### src/core/rsc_pkg.sv
// Shared constants and types for the radio sleep controller
package rsc_pkg;
  // Clock and time base
  localparam int CLK_PERIOD_NS = 10;
  localparam int MS_NS = 1000000;
  localparam int CYC_PER_MS = (MS_NS + CLK_PERIOD_NS - 1) / CLK_PERIOD_NS;
  // Brief data check and one-hop unicast allowance, in ms
  localparam int CHECK_TIME_MS = 2;
  localparam logic [24:0] CHECK_MS = 25'(CHECK_TIME_MS);
  localparam int ONE_HOP_TIME_MS = 20;
  localparam logic [21:0] ONE_HOP_MS = 22'(ONE_HOP_TIME_MS);
  // Sleep period unit (10 ms) and indirect hold factor (2.5 x 10 ms)
  localparam logic [24:0] SP_UNIT_MS = 25'h000000A;
  localparam logic [25:0] IND_HOLD_MS_PER_SP = 26'h0000019;
  // Register byte offsets
  localparam logic [7:0] OFF_MODE = 8'h00;
  localparam logic [7:0] OFF_OPT = 8'h04;
  localparam logic [7:0] OFF_PERIODS = 8'h08;
  localparam logic [7:0] OFF_SLEEP = 8'h0C;
  localparam logic [7:0] OFF_WAKE = 8'h10;
  localparam logic [7:0] OFF_HOSTDLY = 8'h14;
  localparam logic [7:0] OFF_STATUS = 8'h18;
  localparam logic [7:0] OFF_OPSLEEP = 8'h1C;
  localparam logic [7:0] OFF_OPWAKE = 8'h20;
  localparam logic [7:0] OFF_SINCE = 8'h24;
  localparam logic [7:0] OFF_MISSED = 8'h28;
  localparam logic [7:0] OFF_IRQST = 8'h2C;
  localparam logic [7:0] OFF_IRQMASK = 8'h30;
  localparam logic [7:0] OFF_CTRL = 8'h34;
  // Reset values
  localparam logic [3:0] MODE_RST = 4'h0;
  localparam logic [8:0] OPT_RST = 9'h002;
  localparam logic [15:0] PERIODS_RST = 16'h0001;
  localparam logic [20:0] SP_RST = 21'h00012C;
  localparam logic [21:0] ST_RST = 22'h000BB8;
  localparam logic [15:0] WH_RST = 16'h0000;
  localparam logic [6:0] STATUS_RST = 7'h40;
  // Legal ranges
  localparam logic [20:0] SP_MAX = 21'h15F900;
  localparam logic [21:0] ST_MAX = 22'h36EE80;
  // Sleep mode codes
  localparam logic [3:0] MODE_NORMAL = 4'h0;
  localparam logic [3:0] MODE_PIN = 4'h1;
  localparam logic [3:0] MODE_ASYNC = 4'h4;
  localparam logic [3:0] MODE_ASYNC_PIN = 4'h5;
  localparam logic [3:0] MODE_SUPPORT = 4'h7;
  localparam logic [3:0] MODE_SYNC = 4'h8;
  // Option bit positions
  localparam int OPT_PREF_COORD = 0;
  localparam int OPT_NEVER_COORD = 1;
  localparam int OPT_STATUS_MSG = 2;
  localparam int OPT_NO_EARLY = 3;
  localparam int OPT_TYPE_EQ = 4;
  localparam int OPT_NO_REPEAT = 5;
  localparam int OPT_FULL_WAKE = 8;
  // Interrupt bit positions
  localparam int IRQ_WAKE = 0;
  localparam int IRQ_SLEEP = 1;
  localparam int IRQ_SYNC = 2;
  localparam int IRQ_MISSED = 3;
  localparam int IRQ_DROP = 4;
  localparam int IRQ_W = 5;
  // Sleep sequencer states
  typedef enum logic [3:0] {
    RSC_NORMAL = 4'b0001,
    RSC_SLEEP = 4'b0010,
    RSC_CHECK = 4'b0100,
    RSC_WAKE = 4'b1000
  } rsc_fsm_e;
endpackage : rsc_pkg

### src/core/rsc_tick_if.sv
// Millisecond tick carried from the time base to the sequencer
`timescale 1ns/10ps
interface rsc_tick_if;
  logic tick_ms;
  modport src (output tick_ms);
  modport dst (input tick_ms);
endinterface : rsc_tick_if

### src/core/rsc_ms_timebase.sv
// Free-running divider producing a one-cycle pulse every millisecond
`timescale 1ns/10ps
module rsc_ms_timebase #(
  parameter int CYC_PER_MS = rsc_pkg::CYC_PER_MS
) (
  input wire logic hclk, // System clock
  input wire logic hresetn, // Asynchronous reset, active low
  rsc_tick_if.src tick // Millisecond tick out
);
  typedef struct packed {
    logic [31:0] cnt;
    logic tick;
  } rsc_tb_s;

  rsc_tb_s tb_ff;
  rsc_tb_s nxt_tb;

  // Count down one millisecond of clocks and pulse at wrap
  always_comb
  begin
    nxt_tb = tb_ff;
    nxt_tb.tick = 1'b0;
    if (tb_ff.cnt == 32'h00000000)
    begin
      nxt_tb.cnt = 32'(CYC_PER_MS - 1);
      nxt_tb.tick = 1'b1;
    end
    else
    begin
      nxt_tb.cnt = tb_ff.cnt - 32'h00000001;
    end
  end

  // State register
  always_ff @(posedge hclk or negedge hresetn)
  begin
    if (!hresetn)
      tb_ff <= '0;
    else
      tb_ff <= nxt_tb;
  end

  assign tick.tick_ms = tb_ff.tick;
endmodule : rsc_ms_timebase

### src/core/rsc_sleep_ctrl.sv
// Sleep and wake sequencer with AHB-Lite register file
//
// The implementer's own choices: the AHB-Lite slave port and the register offsets.
`timescale 1ns/10ps
module rsc_sleep_ctrl #(
  parameter int CYC_PER_MS = rsc_pkg::CYC_PER_MS
) (
  input wire logic hclk, // System clock
  input wire logic hresetn, // Asynchronous reset, active low
  input wire logic hsel, // Slave select
  input wire logic [31:0] haddr, // Byte address
  input wire logic [1:0] htrans, // Transfer type
  input wire logic hwrite, // Write when high
  input wire logic [2:0] hsize, // Transfer size, word only
  input wire logic [31:0] hwdata, // Write data
  input wire logic hready, // Bus ready
  output logic hreadyout, // Slave ready
  output logic hresp, // Always OKAY
  output logic [31:0] hrdata, // Read data
  input wire logic sleep_request_pin, // Pin sleep request, high asks sleep
  input wire logic serial_rxd, // Serial receive line, idle high
  input wire logic radio_rx_valid, // Radio data received pulse
  input wire logic sync_msg_valid, // Sync message received pulse
  input wire logic [20:0] sync_sleep_time, // Network sleep time, 10 ms units
  input wire logic [21:0] sync_wake_time, // Network wake time, 1 ms units
  input wire logic nominate_req, // Coordinator nomination pulse
  input wire logic indirect_msg_stored, // Indirect message queued pulse
  output logic awake_out, // Awake indicator to host
  output logic host_tx_allow, // Serial output and samples allowed
  output logic indirect_discard, // Indirect message dropped pulse
  output logic irq // Level interrupt
);
  typedef struct packed {
    logic dp;
    logic dp_write;
    logic [7:0] dp_addr;
    logic rd_ready;
    logic [31:0] rdata;
    logic [3:0] mode;
    logic [8:0] opt;
    logic [15:0] periods;
    logic [20:0] sp;
    logic [21:0] st;
    logic [15:0] wh;
    logic ind_en;
    logic ever;
    logic this_cyc;
    logic changed;
    logic nom;
    logic deploy;
    logic [20:0] op_sp;
    logic [21:0] op_st;
    logic [15:0] since;
    logic [15:0] missed;
    logic [4:0] irq_st;
    logic [4:0] irq_mask;
    rsc_pkg::rsc_fsm_e fsm;
    logic [24:0] tmr;
    logic [15:0] nper;
    logic seen;
    logic [15:0] hdly;
    logic req_s1;
    logic req_s2;
    logic rxd_s1;
    logic rxd_s2;
    logic rxd_s3;
    logic ind_busy;
    logic [25:0] ind_tmr;
    logic ind_drop;
  } rsc_state_s;

  localparam rsc_state_s RST_STATE = '{
    mode: rsc_pkg::MODE_RST,
    opt: rsc_pkg::OPT_RST,
    periods: rsc_pkg::PERIODS_RST,
    sp: rsc_pkg::SP_RST,
    st: rsc_pkg::ST_RST,
    wh: rsc_pkg::WH_RST,
    deploy: rsc_pkg::STATUS_RST[6],
    op_sp: rsc_pkg::SP_RST,
    op_st: rsc_pkg::ST_RST,
    fsm: rsc_pkg::RSC_NORMAL,
    rxd_s1: 1'b1,
    rxd_s2: 1'b1,
    rxd_s3: 1'b1,
    default: '0
  };

  rsc_state_s s_ff;
  rsc_state_s nxt_s;
  rsc_tick_if tick_bus ();

  rsc_ms_timebase #(
    .CYC_PER_MS(CYC_PER_MS)
  ) u_timebase (
    .hclk(hclk),
    .hresetn(hresetn),
    .tick(tick_bus.src)
  );

  logic tick;
  logic addr_ok;
  logic wr_now;
  logic rd_cap;
  logic [31:0] wd;
  logic serial_char;
  logic data_in;
  logic mode_ok;
  logic cyclic;
  logic stay_awake;
  logic coord;
  logic net_awake;
  logic tmr_done;
  logic [24:0] async_sleep_ms;
  logic [24:0] sync_sleep_ms;
  logic [24:0] sleep_ms;
  logic [21:0] min_wake;
  logic [21:0] eff_wake;
  logic [24:0] wake_entry;
  logic [6:0] status_word;
  logic [4:0] ev;
  logic chg_set;

  // Shared decode of bus, pins and timing figures
  always_comb
  begin
    tick = tick_bus.tick_ms;
    addr_ok = hsel && htrans[1] && hready;
    wr_now = s_ff.dp && s_ff.dp_write;
    rd_cap = s_ff.dp && !s_ff.dp_write && !s_ff.rd_ready;
    wd = hwdata;
    serial_char = s_ff.rxd_s3 && !s_ff.rxd_s2; // Start bit edge
    data_in = serial_char || radio_rx_valid;
    mode_ok = (wd[31:4] == 28'h0000000) && ((wd[3:0] == rsc_pkg::MODE_NORMAL) || (wd[3:0] == rsc_pkg::MODE_PIN) ||
      (wd[3:0] == rsc_pkg::MODE_ASYNC) || (wd[3:0] == rsc_pkg::MODE_ASYNC_PIN) ||
      (wd[3:0] == rsc_pkg::MODE_SUPPORT) || (wd[3:0] == rsc_pkg::MODE_SYNC));
    cyclic = (s_ff.mode == rsc_pkg::MODE_ASYNC) || (s_ff.mode == rsc_pkg::MODE_SYNC) ||
      ((s_ff.mode == rsc_pkg::MODE_ASYNC_PIN) && s_ff.req_s2);
    stay_awake = (s_ff.mode == rsc_pkg::MODE_NORMAL) || (s_ff.mode == rsc_pkg::MODE_SUPPORT) ||
      ((s_ff.mode == rsc_pkg::MODE_ASYNC_PIN) && !s_ff.req_s2);
    coord = (s_ff.mode == rsc_pkg::MODE_SYNC) && !s_ff.opt[rsc_pkg::OPT_NEVER_COORD] &&
      (s_ff.opt[rsc_pkg::OPT_PREF_COORD] || !s_ff.ever);
    net_awake = (s_ff.mode == rsc_pkg::MODE_SYNC) && (s_ff.fsm == rsc_pkg::RSC_WAKE);
    tmr_done = (s_ff.tmr == 25'h0000000);
    async_sleep_ms = 25'(s_ff.sp) * rsc_pkg::SP_UNIT_MS;
    // Sync sleep ends early by the host delay, never below one ms
    sync_sleep_ms = 25'(s_ff.op_sp) * rsc_pkg::SP_UNIT_MS;
    if (sync_sleep_ms > 25'(s_ff.wh))
      sync_sleep_ms = sync_sleep_ms - 25'(s_ff.wh);
    else
      sync_sleep_ms = 25'h0000001;
    sleep_ms = (s_ff.mode == rsc_pkg::MODE_SYNC) ? sync_sleep_ms : async_sleep_ms;
    // Wake window must cover host delay plus one hop
    min_wake = 22'(s_ff.wh) + rsc_pkg::ONE_HOP_MS;
    eff_wake = (s_ff.op_st < min_wake) ? min_wake : s_ff.op_st;
    // Async full wake lasts the wake time only if forced, else a check
    if (s_ff.mode == rsc_pkg::MODE_SYNC)
      wake_entry = 25'(eff_wake);
    else if (s_ff.opt[rsc_pkg::OPT_FULL_WAKE])
      wake_entry = 25'(s_ff.st);
    else
      wake_entry = rsc_pkg::CHECK_MS;
    status_word = {s_ff.deploy, s_ff.nom, s_ff.changed, s_ff.this_cyc, s_ff.ever, coord, net_awake};
  end

  // Next state of the whole block
  always_comb
  begin
    nxt_s = s_ff;
    ev = '0;
    chg_set = 1'b0;
    nxt_s.ind_drop = 1'b0;
    // Pin synchronisers
    nxt_s.req_s1 = sleep_request_pin;
    nxt_s.req_s2 = s_ff.req_s1;
    nxt_s.rxd_s1 = serial_rxd;
    nxt_s.rxd_s2 = s_ff.rxd_s1;
    nxt_s.rxd_s3 = s_ff.rxd_s2;
    // Bus data phase bookkeeping; reads take one wait state
    if (rd_cap)
    begin
      nxt_s.rd_ready = 1'b1;
      case (s_ff.dp_addr)
        rsc_pkg::OFF_MODE: nxt_s.rdata = 32'(s_ff.mode);
        rsc_pkg::OFF_OPT: nxt_s.rdata = 32'(s_ff.opt);
        rsc_pkg::OFF_PERIODS: nxt_s.rdata = 32'(s_ff.periods);
        rsc_pkg::OFF_SLEEP: nxt_s.rdata = 32'(s_ff.sp);
        rsc_pkg::OFF_WAKE: nxt_s.rdata = 32'(s_ff.st);
        rsc_pkg::OFF_HOSTDLY: nxt_s.rdata = 32'(s_ff.wh);
        rsc_pkg::OFF_STATUS: nxt_s.rdata = 32'(status_word);
        rsc_pkg::OFF_OPSLEEP: nxt_s.rdata = 32'(s_ff.op_sp);
        rsc_pkg::OFF_OPWAKE: nxt_s.rdata = 32'(s_ff.op_st);
        rsc_pkg::OFF_SINCE: nxt_s.rdata = 32'(s_ff.since);
        rsc_pkg::OFF_MISSED: nxt_s.rdata = 32'(s_ff.missed);
        rsc_pkg::OFF_IRQST: nxt_s.rdata = 32'(s_ff.irq_st);
        rsc_pkg::OFF_IRQMASK: nxt_s.rdata = 32'(s_ff.irq_mask);
        rsc_pkg::OFF_CTRL: nxt_s.rdata = 32'(s_ff.ind_en);
        default: nxt_s.rdata = 32'h00000000;
      endcase
      if (s_ff.dp_addr == rsc_pkg::OFF_IRQST)
        nxt_s.irq_st = '0;
    end
    if (wr_now || (s_ff.dp && s_ff.rd_ready))
    begin
      nxt_s.dp = 1'b0;
      nxt_s.rd_ready = 1'b0;
    end
    if (addr_ok)
    begin
      nxt_s.dp = 1'b1;
      nxt_s.dp_write = hwrite;
      nxt_s.dp_addr = haddr[7:0];
      nxt_s.rd_ready = 1'b0;
    end
    // Register writes, refusing illegal values
    if (wr_now)
    begin
      case (s_ff.dp_addr)
        rsc_pkg::OFF_MODE:
          if (mode_ok)
            nxt_s.mode = wd[3:0];
        rsc_pkg::OFF_OPT:
          if (!(wd[rsc_pkg::OPT_PREF_COORD] && wd[rsc_pkg::OPT_NEVER_COORD]))
          begin
            nxt_s.opt = {wd[8], 2'b00, wd[5:0]};
            chg_set = coord;
          end
        rsc_pkg::OFF_PERIODS:
          if (wd[15:0] != 16'h0000)
            nxt_s.periods = wd[15:0];
        rsc_pkg::OFF_SLEEP:
          if ((wd[31:21] == 11'h000) && (wd[20:0] != 21'h000000) && (wd[20:0] <= rsc_pkg::SP_MAX))
          begin
            nxt_s.sp = wd[20:0];
            chg_set = coord;
          end
        rsc_pkg::OFF_WAKE:
          if ((wd[31:22] == 10'h000) && (wd[21:0] != 22'h000000) && (wd[21:0] <= rsc_pkg::ST_MAX))
          begin
            nxt_s.st = wd[21:0];
            chg_set = coord;
          end
        rsc_pkg::OFF_HOSTDLY: nxt_s.wh = wd[15:0];
        rsc_pkg::OFF_MISSED:
          if (wd == 32'h00000000)
            nxt_s.missed = 16'h0000;
        rsc_pkg::OFF_IRQMASK: nxt_s.irq_mask = wd[4:0];
        rsc_pkg::OFF_CTRL: nxt_s.ind_en = wd[0];
        default: nxt_s.ind_en = nxt_s.ind_en;
      endcase
    end
    // Sync messages adopt the network timing
    if (sync_msg_valid)
    begin
      nxt_s.op_sp = sync_sleep_time;
      nxt_s.op_st = sync_wake_time;
      nxt_s.ever = 1'b1;
      nxt_s.this_cyc = 1'b1;
      nxt_s.deploy = 1'b0;
      nxt_s.since = 16'h0000;
      ev[rsc_pkg::IRQ_SYNC] = 1'b1;
    end
    if (nominate_req)
      nxt_s.nom = 1'b1;
    // Timers count milliseconds
    if (tick && !tmr_done)
      nxt_s.tmr = s_ff.tmr - 25'h0000001;
    if (tick && (s_ff.hdly != 16'h0000))
      nxt_s.hdly = s_ff.hdly - 16'h0001;
    // Sleep sequencer
    case (s_ff.fsm)
      rsc_pkg::RSC_NORMAL:
        if ((s_ff.mode == rsc_pkg::MODE_PIN) && s_ff.req_s2)
        begin
          nxt_s.fsm = rsc_pkg::RSC_SLEEP;
          ev[rsc_pkg::IRQ_SLEEP] = 1'b1;
        end
        else if (cyclic)
        begin
          nxt_s.fsm = rsc_pkg::RSC_SLEEP;
          nxt_s.tmr = sleep_ms;
          ev[rsc_pkg::IRQ_SLEEP] = 1'b1;
        end
      rsc_pkg::RSC_SLEEP:
        if (stay_awake || ((s_ff.mode == rsc_pkg::MODE_PIN) && !s_ff.req_s2))
        begin
          nxt_s.fsm = rsc_pkg::RSC_NORMAL;
          nxt_s.hdly = s_ff.wh;
          ev[rsc_pkg::IRQ_WAKE] = 1'b1;
        end
        else if (cyclic && tmr_done)
        begin
          if ((s_ff.mode == rsc_pkg::MODE_SYNC) || (s_ff.nper + 16'h0001 >= s_ff.periods))
          begin
            nxt_s.fsm = rsc_pkg::RSC_WAKE;
            nxt_s.tmr = wake_entry;
            nxt_s.nper = 16'h0000;
            nxt_s.seen = 1'b0;
            nxt_s.hdly = s_ff.wh;
            ev[rsc_pkg::IRQ_WAKE] = 1'b1;
            if (s_ff.mode == rsc_pkg::MODE_SYNC)
            begin
              nxt_s.this_cyc = sync_msg_valid;
              if (coord)
              begin
                nxt_s.changed = 1'b0;
                nxt_s.nom = nominate_req;
              end
            end
          end
          else
          begin
            nxt_s.fsm = rsc_pkg::RSC_CHECK;
            nxt_s.tmr = rsc_pkg::CHECK_MS;
            nxt_s.nper = s_ff.nper + 16'h0001;
          end
        end
      rsc_pkg::RSC_CHECK:
        if (stay_awake || data_in)
        begin
          nxt_s.fsm = stay_awake ? rsc_pkg::RSC_NORMAL : rsc_pkg::RSC_WAKE;
          nxt_s.tmr = 25'(s_ff.st);
          nxt_s.seen = 1'b1;
          nxt_s.hdly = s_ff.wh;
          ev[rsc_pkg::IRQ_WAKE] = 1'b1;
        end
        else if (tmr_done)
        begin
          nxt_s.fsm = rsc_pkg::RSC_SLEEP;
          nxt_s.tmr = sleep_ms;
        end
      rsc_pkg::RSC_WAKE:
        if (stay_awake)
          nxt_s.fsm = rsc_pkg::RSC_NORMAL;
        else if ((s_ff.mode != rsc_pkg::MODE_SYNC) && data_in)
        begin
          nxt_s.tmr = 25'(s_ff.st);
          nxt_s.seen = 1'b1;
        end
        else if (tmr_done || ((s_ff.mode == rsc_pkg::MODE_PIN) && s_ff.req_s2))
        begin
          nxt_s.fsm = rsc_pkg::RSC_SLEEP;
          nxt_s.tmr = sleep_ms;
          ev[rsc_pkg::IRQ_SLEEP] = 1'b1;
          if (s_ff.mode == rsc_pkg::MODE_SYNC)
          begin
            if (s_ff.since != 16'hFFFF)
              nxt_s.since = nxt_s.since + 16'h0001;
            if (!s_ff.this_cyc && !sync_msg_valid)
            begin
              ev[rsc_pkg::IRQ_MISSED] = 1'b1;
              if (nxt_s.missed != 16'hFFFF)
                nxt_s.missed = nxt_s.missed + 16'h0001;
            end
          end
        end
      default:
      begin
        nxt_s.fsm = rsc_pkg::RSC_NORMAL;
        nxt_s.tmr = '0;
      end
    endcase
    // A received character cuts the host delay short
    if (serial_char)
      nxt_s.hdly = 16'h0000;
    // Indirect message hold timer, armed only while the control register enable bit is set
    if (s_ff.ind_busy && tick)
    begin
      if (s_ff.ind_tmr <= 26'h0000001)
      begin
        nxt_s.ind_busy = 1'b0;
        nxt_s.ind_drop = 1'b1;
        ev[rsc_pkg::IRQ_DROP] = 1'b1;
      end
      else
        nxt_s.ind_tmr = s_ff.ind_tmr - 26'h0000001;
    end
    if (indirect_msg_stored && s_ff.ind_en && (s_ff.sp != 21'h000000))
    begin
      nxt_s.ind_busy = 1'b1;
      nxt_s.ind_tmr = 26'(s_ff.sp) * rsc_pkg::IND_HOLD_MS_PER_SP;
    end
    // Settings change made as coordinator beats the wake-start clear
    if (chg_set)
      nxt_s.changed = 1'b1;
    // Operating times follow local settings until synchronised
    if (!nxt_s.ever)
    begin
      nxt_s.op_sp = nxt_s.sp;
      nxt_s.op_st = nxt_s.st;
    end
    // Sticky interrupt status; new events win over read clear
    nxt_s.irq_st = nxt_s.irq_st | ev;
  end

  // State register
  always_ff @(posedge hclk or negedge hresetn)
  begin
    if (!hresetn)
      s_ff <= RST_STATE;
    else
      s_ff <= nxt_s;
  end

  // Outputs decoded from registered state
  assign hreadyout = !(s_ff.dp && !s_ff.dp_write && !s_ff.rd_ready);
  assign hresp = 1'b0;
  assign hrdata = s_ff.rdata;
  assign awake_out = (s_ff.fsm == rsc_pkg::RSC_NORMAL) || (s_ff.fsm == rsc_pkg::RSC_WAKE);
  assign host_tx_allow = awake_out && (s_ff.hdly == 16'h0000);
  assign indirect_discard = s_ff.ind_drop;
  assign irq = |(s_ff.irq_st & s_ff.irq_mask);
endmodule : rsc_sleep_ctrl

### config.mk
export PLATFORM = sky130hd
export DESIGN_NAME = rsc_sleep_ctrl
export DESIGN_NICKNAME = d
export VERILOG_FILES = /design/src/core/rsc_pkg.sv /design/src/core/rsc_tick_if.sv /design/src/core/rsc_ms_timebase.sv /design/src/core/rsc_sleep_ctrl.sv
export SDC_FILE = /design/constraint.sdc
export NUM_CORES = 1
export LEC_CHECK = 0
export ABC_CLOCK_PERIOD_IN_PS = 4300
export BUFFER_PORTS_ARGS = -buffer_cell sky130_fd_sc_hd__buf_2
export CORE_MARGIN = 2
export CORE_UTILIZATION = 57
export DETAILED_ROUTE_END_ITERATION = 10
export MAX_ROUTING_LAYER = met4
export PLACE_DENSITY_LB_ADDON = 0.3
export REMOVE_ABC_BUFFERS = 1
export SLEW_MARGIN = 30
export SYNTH_ARGS = -nofsm -noshare
export SYNTH_HDL_FRONTEND = slang
export SYNTH_SLANG_ARGS = --single-unit
### constraint.sdc
create_clock -name hclk -period 4.3 [get_ports hclk]
set_input_delay 1.29 -clock hclk [delete_from_list [all_inputs] [get_ports hclk]]
set_output_delay 1.29 -clock hclk [all_outputs]
set_load 0.01 [all_outputs]
# After elaboration in Yosys (flattened, before gate mapping)
# Cells that the tools add are included.
dict set report op_classes {
  n_addsub 9
  mul 3
  magnitude_cmp 6
  eq_ne 38
  n_mux 95
  bitwise 4
  reduce_logical 92
}
# cell n
set ops {}
lappend ops {{22-bit case mux with 14 select lines} 1}
lappend ops {{32-bit two-way mux} 6}
lappend ops {{16-bit two-way mux} 11}
lappend ops {{25-bit two-way mux} 6}
lappend ops {{29-bit two-way mux} 4}
lappend ops {{29-bit case mux with 4 select lines} 1}
lappend ops {{22-bit two-way mux} 5}
lappend ops {{32-bit zero test} 2}
lappend ops {{62-bit two-way mux} 1}
lappend ops {{60-bit two-way mux} 1}
lappend ops {{59-bit two-way mux} 1}
lappend ops {{16-bit by 1-bit adder with 16-bit output, second input constant} 3}
lappend ops {{8-bit by 6-bit == test with 1-bit output, second input constant} 6}
lappend ops {{21-bit by 3-bit multiplier with 24-bit output, second input constant} 2}
lappend ops {{45-bit two-way mux} 1}
lappend ops {{43-bit two-way mux} 1}
lappend ops {{21-bit two-way mux} 2}
lappend ops {{42-bit two-way mux} 1}
lappend ops {{21-bit nonzero test} 2}
lappend ops {{33-bit two-way mux} 1}
lappend ops {{8-bit by 5-bit == test with 1-bit output, second input constant} 4}
lappend ops {{16-bit != test, second input constant} 2}
lappend ops {{16-bit case mux with 2 select lines} 1}
lappend ops {{16-bit nonzero test} 2}
lappend ops {{56 further kinds} 180}
dict set report totals {
  regBits 347
  output_inout_bits 38
  word_cells 284
}

# Logic depth before layout (Yosys ltp)
# Gate-level depths: netlist of the first run.
dict set report depth {
  depth_word 12
  depth_mapped 20
}

# Modules after synthesis
# Synthesis of the first run repeated with hierarchy kept, for this count alone.
dict set report hier_totals {
  cells_unflattened 2866
  hier_area_um2 25502.0
}
# module instances cells_per_inst area_per_inst_um2 seq_area_each_um2
set by_module_without_submodules {}
lappend by_module_without_submodules {rsc_sleep_ctrl 1 2710 23870.4 7643.6}
lappend by_module_without_submodules {rsc_ms_timebase 1 156 1631.6 825.8}

# Worst setup path before layout of the first run
# No wires, ideal clock.
dict set report synth_timing {
  kind {input -> register}
  from {input port hwdata[1]}
  to {register s_ff[114] in the netlist's numbering}
  setup_time_ns 0.078
  t_arrival_ns 4.346
  setup_slack_ns -0.124
  cell_stages 12
  n_path_buf 1
  cell_sequence {clkbuf_1 -> or4_1 -> nor2b_1 -> nand2_1 -> nor4_1 -> nor2b_1 -> ha_1 -> nand2_1 -> o31a_1 -> nand4_1 -> or3_1 -> a21oi_1}
}
# item line_no
set synth_lines {}
lappend synth_lines {{start: declaration} rsc_sleep_ctrl.sv:15} ;# input wire logic [31:0] hwdata,
lappend synth_lines {{end signal: assignment} rsc_sleep_ctrl.sv:402} ;# s_ff <= nxt_s;
lappend synth_lines {{end: declaration} rsc_sleep_ctrl.sv:89} ;# rsc_state_s s_ff;

==> results by group, run 1 <==
Outcome
  – Outcome: complete, but fails checks
  – Violated checks: negative setup slack

Layout
  – Commonest non-fill, non-tap cell in the layout: dfrtp_1
  – Share of cells above drive strength 1: 0.202
  – Final Instance Area: 29500 sq um
  – Nets: 3436
  – Commonest cells after routing, fill and taps aside: dfrtp_1, nand2_1, nor2_1, buf_4, o21ai_0
  – Fillers: 3449
  – Final cell count without fillers: 3694
  – Area grow syn2layout: 17.5%

Clock network
  – TritonCTS buffer count: 39
  – # clock sinks: 337
  – Clock-pin slew on the worst setup and hold paths: 0.06 ns
  – Worst-Skew Late Latency: 0.57 ns
  – CTS max path bufs: 3
  – H-Tree Depth: 2
  – Root buf cell: clkbuf_16
  – CTS tree: built

Synth
  – Sequential cell area fraction in the yosys report: 0.337
  – Yosys warns: 0
  – Synth Area in Compound Gates: 0.182
  – Cell variety after synth: 81
  – Proportion of synthesized area in mux cells: 0.0655
  – Synthesized area: 25100 sq um
  – Cell count after synthesis: 2826
  – Avg Cell Area, Syn: 8.88 sq um
  – #FFs+latches synth: 337
  – Asr flop ratio synth: 1.00
  – Top_reg_cell synth: dfrtp_1
  – Post-Synth XOR/XNOR Area: 0.0677
  – Adder-Cell Fraction of Synth Area: 0.121
  – Post-synth EDFFs: 0
  – Simple logic cell fraction of the synthesized area: 0.175
  – Largest family of logic cells by synthesized area: compound AO/OA/AOI/OAI gates

Die
  – Io pins: 161
  – Row cnt: 76
  – Initial Utilization: 0.580
  – DIE AREA: 45700 sq um
  – Core region area: 43300 sq um
  – Chip Height: 214 um
  – Chip Width: 214 um

Power
  – Psw: 0.00267 W
  – Flop pwr share: 0.383
  – Clock share of power: 0.398
  – Switching Share: 0.298
  – Int Power: 0.00627 W
  – Worst ir drop on vdd: 295 uV
  – P_leak: 14.3 nW
  – Power per Cell Area: 303 nW/um^2
  – Combinational share of power: 0.219

Placed design
  – Final GP Congestion: 1.05
  – DPL Wire Length: 69600 um
  – Placed Area: 27600 sq um
  – Port Buf Inserts: 121
  – Placed Cells: 3611

Job
  – Max-Cap Viols: 0

Setup path
  – Crit Path Max Fanout: 8
  – Arrival time worst endpoint: 4.82 ns
  – Crit path capture type: flip-flop
  – Reg2Reg Depth: 20
  – Worst setup path class: flip-flop to flip-flop
  – Startpoint Class: flip-flop
  – Worst EP required: 4.74 ns

STA
  – Setup Skew: 0.0224 ns
  – Setup violators final: 14
  – Worst slew pin tran: 1.08 ns
  – F_max: 0.228 GHz
  – RSZ-0062 raised after global routing: true
  – Max-slew violation count: 0
  – Slew margin rel.: 0.275
  – Setup ws final: -0.0837 ns
  – Crit share post-route: 1.02
  – Final hold violations: 0
  – Tmin final: 4.38 ns

Global routing
  – GRT Overall Usage: 0.412
  – First-pass GRT wire length: 137000 um
  – Grt ovf: 0
  – Number of global-route vias before repair: 23617
  – Initial antenna violation count: 4
  – Largest net degree at the start of global routing: 100

Drt
  – DRT Pass-1 Iters: 9
  – Via density per instance: 6.45
  – Via count: 23819
  – Total Wirelength: 91500 um
  – Post-route ant nets: 0
  – DRT iter0 DRCs: 2736
  – DR WL/cell: 24.8 um
  – # DRC: 0

Hold path
  – Hold Path Class: flip-flop to flip-flop
  – Hold Path Stages: 0
[cell type report]
| class | count | area [sq um] | area share |
|---|---|---|---|
| diodes | 3 | 7.51 | 0.000254 |
| clock buffers | 51 | 1070 | 0.0363 |
| clock inverters | 15 | 254 | 0.00861 |
| inverters | 163 | 612 | 0.0207 |
| multi-input cells | 2191 | 15900 | 0.538 |
| flip-flops and latches | 337 | 8470 | 0.287 |
| well taps | 585 | 732 | 0.0248 |
| repair buffers | 349 | 2480 | 0.0840 |
[cell usage after synthesis (26+ instances only)]
master	count	share of area
a22o_1	28	0.0098
dfstp_2	29	0.030
xor2_1	73	0.025
nand4_1	32	0.0080
clkbuf_1	97	0.015
ha_1	213	0.11
nand3_1	87	0.017
xnor2_1	121	0.042
nor2_1	228	0.034
a22oi_1	66	0.020
or3_1	30	0.0075
nand2b_1	42	0.010
nor4_1	35	0.0087
a221oi_1	33	0.012
mux2_2	99	0.044
dfrtp_1	308	0.31
nor3_1	71	0.014
inv_1	162	0.024
o21ai_0	233	0.046
and3_1	31	0.0077
mux2i_1	53	0.021
a21o_1	37	0.011
buf_4	33	0.0099
a21oi_1	120	0.024
a31oi_1	26	0.0065
nor2b_1	31	0.0077
nand2_1	232	0.035
[repair_timing]
item	4_1_cts	5_1_grt
setup buffers	6	7
gates resized for setup	41	58
gates cloned	1	0
pin swaps	23	29
hold buffers	0	0
setup endpoints to repair	27	32
[flip-flops by register name, summed over array words and instances, names as in the netlist]
name / flops
hrdata: 22
nxt_s: 3
u_timebase.tick.tick_ms: 1
s_ff: 278
indirect_discard: 1
u_timebase.tb_ff: 32
[worst max-delay path, stage by stage, from the launching register on]
cell       delay (ns)
dfstp_2          0.62
ha_4             0.24
ha_4             0.16
buf_6            0.11
o211ai_1         0.23
o21ai_1          0.13
nor2b_2          0.18
nand2b_4         0.15
xor2_2           0.15
ha_1             0.33
a21o_1           0.20
a21oi_2          0.17
nand3_1          0.12
a41o_1           0.25
a21o_1           0.20
a211oi_4         0.30
a21oi_4          0.11
buf_6            0.16
clkbuf_16        0.16
a32oi_2          0.20
o21ai_1          0.09
[worst paths after layout]
kind	from	end	slack, ns
min	nxt_s[29]	nxt_s[28]	0.36
min in group asynchronous	hresetn	s_ff[24]	0.78
max	s_ff[162]	s_ff[79]	-0.08
max reg2reg	s_ff[162]	s_ff[79]	-0.08
min reg2reg	nxt_s[29]	nxt_s[28]	0.36
max in group asynchronous	hresetn	s_ff[140]	2.56
[metal layers]
metal	track usage	wire, um	up-vias
met3	0.0926	9290	297
li1	-	-	10701
met5	-	0	-
met4	0.215	5270	0
met2	0.636	40900	1269
met1	0.508	36100	11552
[metrics by stage]
| stage | total power, W | worst slack (ns) | util | setup TNS [ns] | hold WS [ns] |
|---|---|---|---|---|---|
| after floorplan | 0.00439 | -0.758 | - | -19.37 | 0.331 |
| after global placement | 0.00519 | -0.317 | 0.637 | -5.55 | 0.334 |
| after detailed placement | 0.00524 | -0.358 | 0.637 | -6.57 | 0.347 |
| after CTS | 0.00887 | 0.00403 | 0.675 | 0 | 0.359 |
| after global routing | 0.00926 | -0.260 | 0.682 | -4.01 | 0.363 |
| final | 0.00894 | -0.0837 | 0.682 | -0.651 | 0.356 |
[power groups by stage]
stage          registers, W  clock network (W)  logic, W
2_1_floorplan       0.00342                  0  0.000972
3_3_place_gp        0.00346                  0   0.00174
3_5_place_dp        0.00347                  0   0.00177
4_1_cts             0.00341            0.00360   0.00186
5_1_grt             0.00343            0.00372   0.00211
6_report            0.00342            0.00356   0.00196
[cell families (layout without fill, tap and decap cells)]
family,Yosys count,count (layout)
other,1,14
multiplexers,152,152
XOR/XNOR,194,194
adder cells (fa/ha/maj),232,232
AO/OA/AOI/OAI,703,703
AND/OR/NAND/NOR,899,899
buffers and inverters,308,578
flip-flops,337,337
No activity file was read; power rests on OpenSTA's default activity.
==> run 2, diff against run 1 <==
- CTS_CLUSTER_SIZE: not set -> 20
- RECOVER_POWER: not set -> 25
==> results by group, run 2 (synthesis gave the netlist of run 1 again) <==
Drt
  – DRT Pass-1 Iters: 8
  – Via count: 23832
  – Total Wirelength: 91400 um
  – Post-route ant nets: 0
  – Via density per instance: 6.45
  – DRT iter0 DRCs: 2627
  – DR WL/cell: 24.7 um
  – # DRC: 0

Clock network
  – Root buf cell: clkbuf_16
  – # clock sinks: 337
  – H-Tree Depth: 2
  – CTS max path bufs: 3
  – Worst-Skew Late Latency: 0.58 ns
  – Clock-pin slew on the worst setup and hold paths: 0.06 ns
  – CTS tree: built
  – TritonCTS buffer count: 39

Setup path
  – Crit path capture type: flip-flop
  – Arrival time worst endpoint: 4.81 ns
  – CP bufs+invs: 3
  – Crit Path Max Fanout: 8
  – Critical Path Slowest Stage Cell: dfstp_2
  – Worst setup path class: flip-flop to flip-flop
  – Startpoint Class: flip-flop
  – Peak per-stage delay on the critical path: 0.62 ns
  – Top cell family by delay on the critical path: compound AO/OA/AOI/OAI gates
  – CP Cell Sequence: ha_4, ha_4, buf_6, o211ai_1, o21ai_1, nor2b_2, nand2b_4, xor2_2, ha_1, a21o_1, a21oi_2, nand3_1, a41o_1, a21o_1, a211oi_4, a21oi_4, buf_6, clkbuf_16, a32oi_2, o21ai_1
  – Worst EP required: 4.74 ns

Global routing
  – Met3 Track Usage GR: 0.0926
  – Largest net degree at the start of global routing: 100
  – Initial antenna violation count: 4
  – GRT Overall Usage: 0.412
  – Grt ovf: 0
  – First-pass GRT wire length: 137000 um
  – Number of global-route vias before repair: 23617
  – Met2 GRT Util: 0.636
  – Top Usage Layer GRT: met2
  – Grt met1 use: 0.508

Die
  – Chip Height: 214 um
  – Initial Utilization: 0.580
  – Chip Width: 214 um
  – Row cnt: 76
  – DIE AREA: 45700 sq um
  – Io pins: 161
  – Core region area: 43300 sq um

STA
  – Setup violators final: 13
  – Slew margin rel.: -0.930
  – Worst slew pin tran: 2.89 ns
  – Max-slew violation count: 99
  – Crit share post-route: 1.02
  – Setup Skew: 0.0222 ns
  – Setup ws final: -0.0708 ns
  – F_max: 0.229 GHz
  – Final hold violations: 0
  – RSZ-0062 raised after global routing: true
  – Tmin final: 4.37 ns

Outcome
  – Outcome: complete, but fails checks
  – Violated checks: max-capacitance violations, max-slew violations, negative setup slack

Hold path
  – Hold Path Class: flip-flop to flip-flop

Layout
  – Nets: 3436
  – FF/Latch Area: 8470 sq um
  – Post-layout util: 0.681
  – Max FFs per register: 278
  – Share of cells above drive strength 1: 0.202
  – Final cell count without fillers: 3694
  – Biggest register: s_ff
  – Multi-input logic area: 15900 sq um
  – Commonest non-fill, non-tap cell in the layout: dfrtp_1
  – Commonest cells after routing, fill and taps aside: dfrtp_1, nand2_1, nor2_1, o21ai_0, buf_4
  – Fillers: 3454
  – Area grow syn2layout: 17.3%

Power
  – P_leak: 14.2 nW
  – Power per Cell Area: 303 nW/um^2
  – Worst ir drop on vdd: 295 uV

Placed design
  – Port Buf Inserts: 121
  – DPL Wire Length: 69600 um
  – Final GP Congestion: 1.05
  – Placed Cells: 3611

Job
  – Max-Cap Viols: 1
-- run 2: changes by cell type in the layout (fill, tap and decap cells not counted), sizes merged --
cell,previous run,this run
buf,348,344
clkbuf,52,56
-- run 2: repair_timing --
action,in CTS,in global routing
endpoints found under the setup margin,27,32
resized for setup,41,58
pin swaps,23,29
buffers inserted,6,7
gates cloned,1,0
hold buffers,0,0
-- run 2: path summary, 6_finish.rpt --
path | start | end | slack, ns | cells past startpoint
max | s_ff[162] | s_ff[79] | -0.07 | 20
min in group asynchronous | hresetn | s_ff[24] | 1.61 | 1
min reg2reg | nxt_s[29] | nxt_s[28] | 0.36 | 0
max reg2reg | s_ff[162] | s_ff[79] | -0.07 | 20
max in group asynchronous | hresetn | s_ff[31] | 0.38 | 2
min | nxt_s[29] | nxt_s[28] | 0.36 | 0
-- run 2: layout make-up --
type | instances | area share
multi-input combinational | 2191 | 0.539
antenna | 3 | 0.000255
inverter | 163 | 0.0208
sequential | 337 | 0.288
tap | 585 | 0.0249
clock inverter | 15 | 0.00863
timing repair buffer | 349 | 0.0821
clock buffer | 51 | 0.0364
-- run 2: metal layers --
metal  share of wire  routed length (um)
met1            0.39               35700
met2            0.45               40900
met3            0.10                9440
met4           0.058                5300
met5               0                   0
-- run 2: where the power goes --
group	total [W]	internal (W)	switching [W]	leakage (nW)
registers	0.00342	0.00328	0.000136	4.32
logic	0.00195	0.000818	0.00113	9.26
clock network	0.00356	0.00217	0.00139	0.656
-- run 2: through the flow --
step | setup WS [ns] | setup TNS [ns] | power (W) | hold slack (ns) | cell area [sq um]
floorplan | -0.758 | -19.37 | 0.00439 | 0.331 | 24500
global placement | -0.317 | -5.55 | 0.00519 | 0.334 | 27600
detailed placement | -0.358 | -6.57 | 0.00524 | 0.347 | 27600
CTS | 0.00403 | 0 | 0.00887 | 0.359 | 29200
global route | -0.260 | -10.42 | 0.00925 | 0.368 | 29400
finish | -0.0708 | -0.499 | 0.00892 | 0.361 | 29400
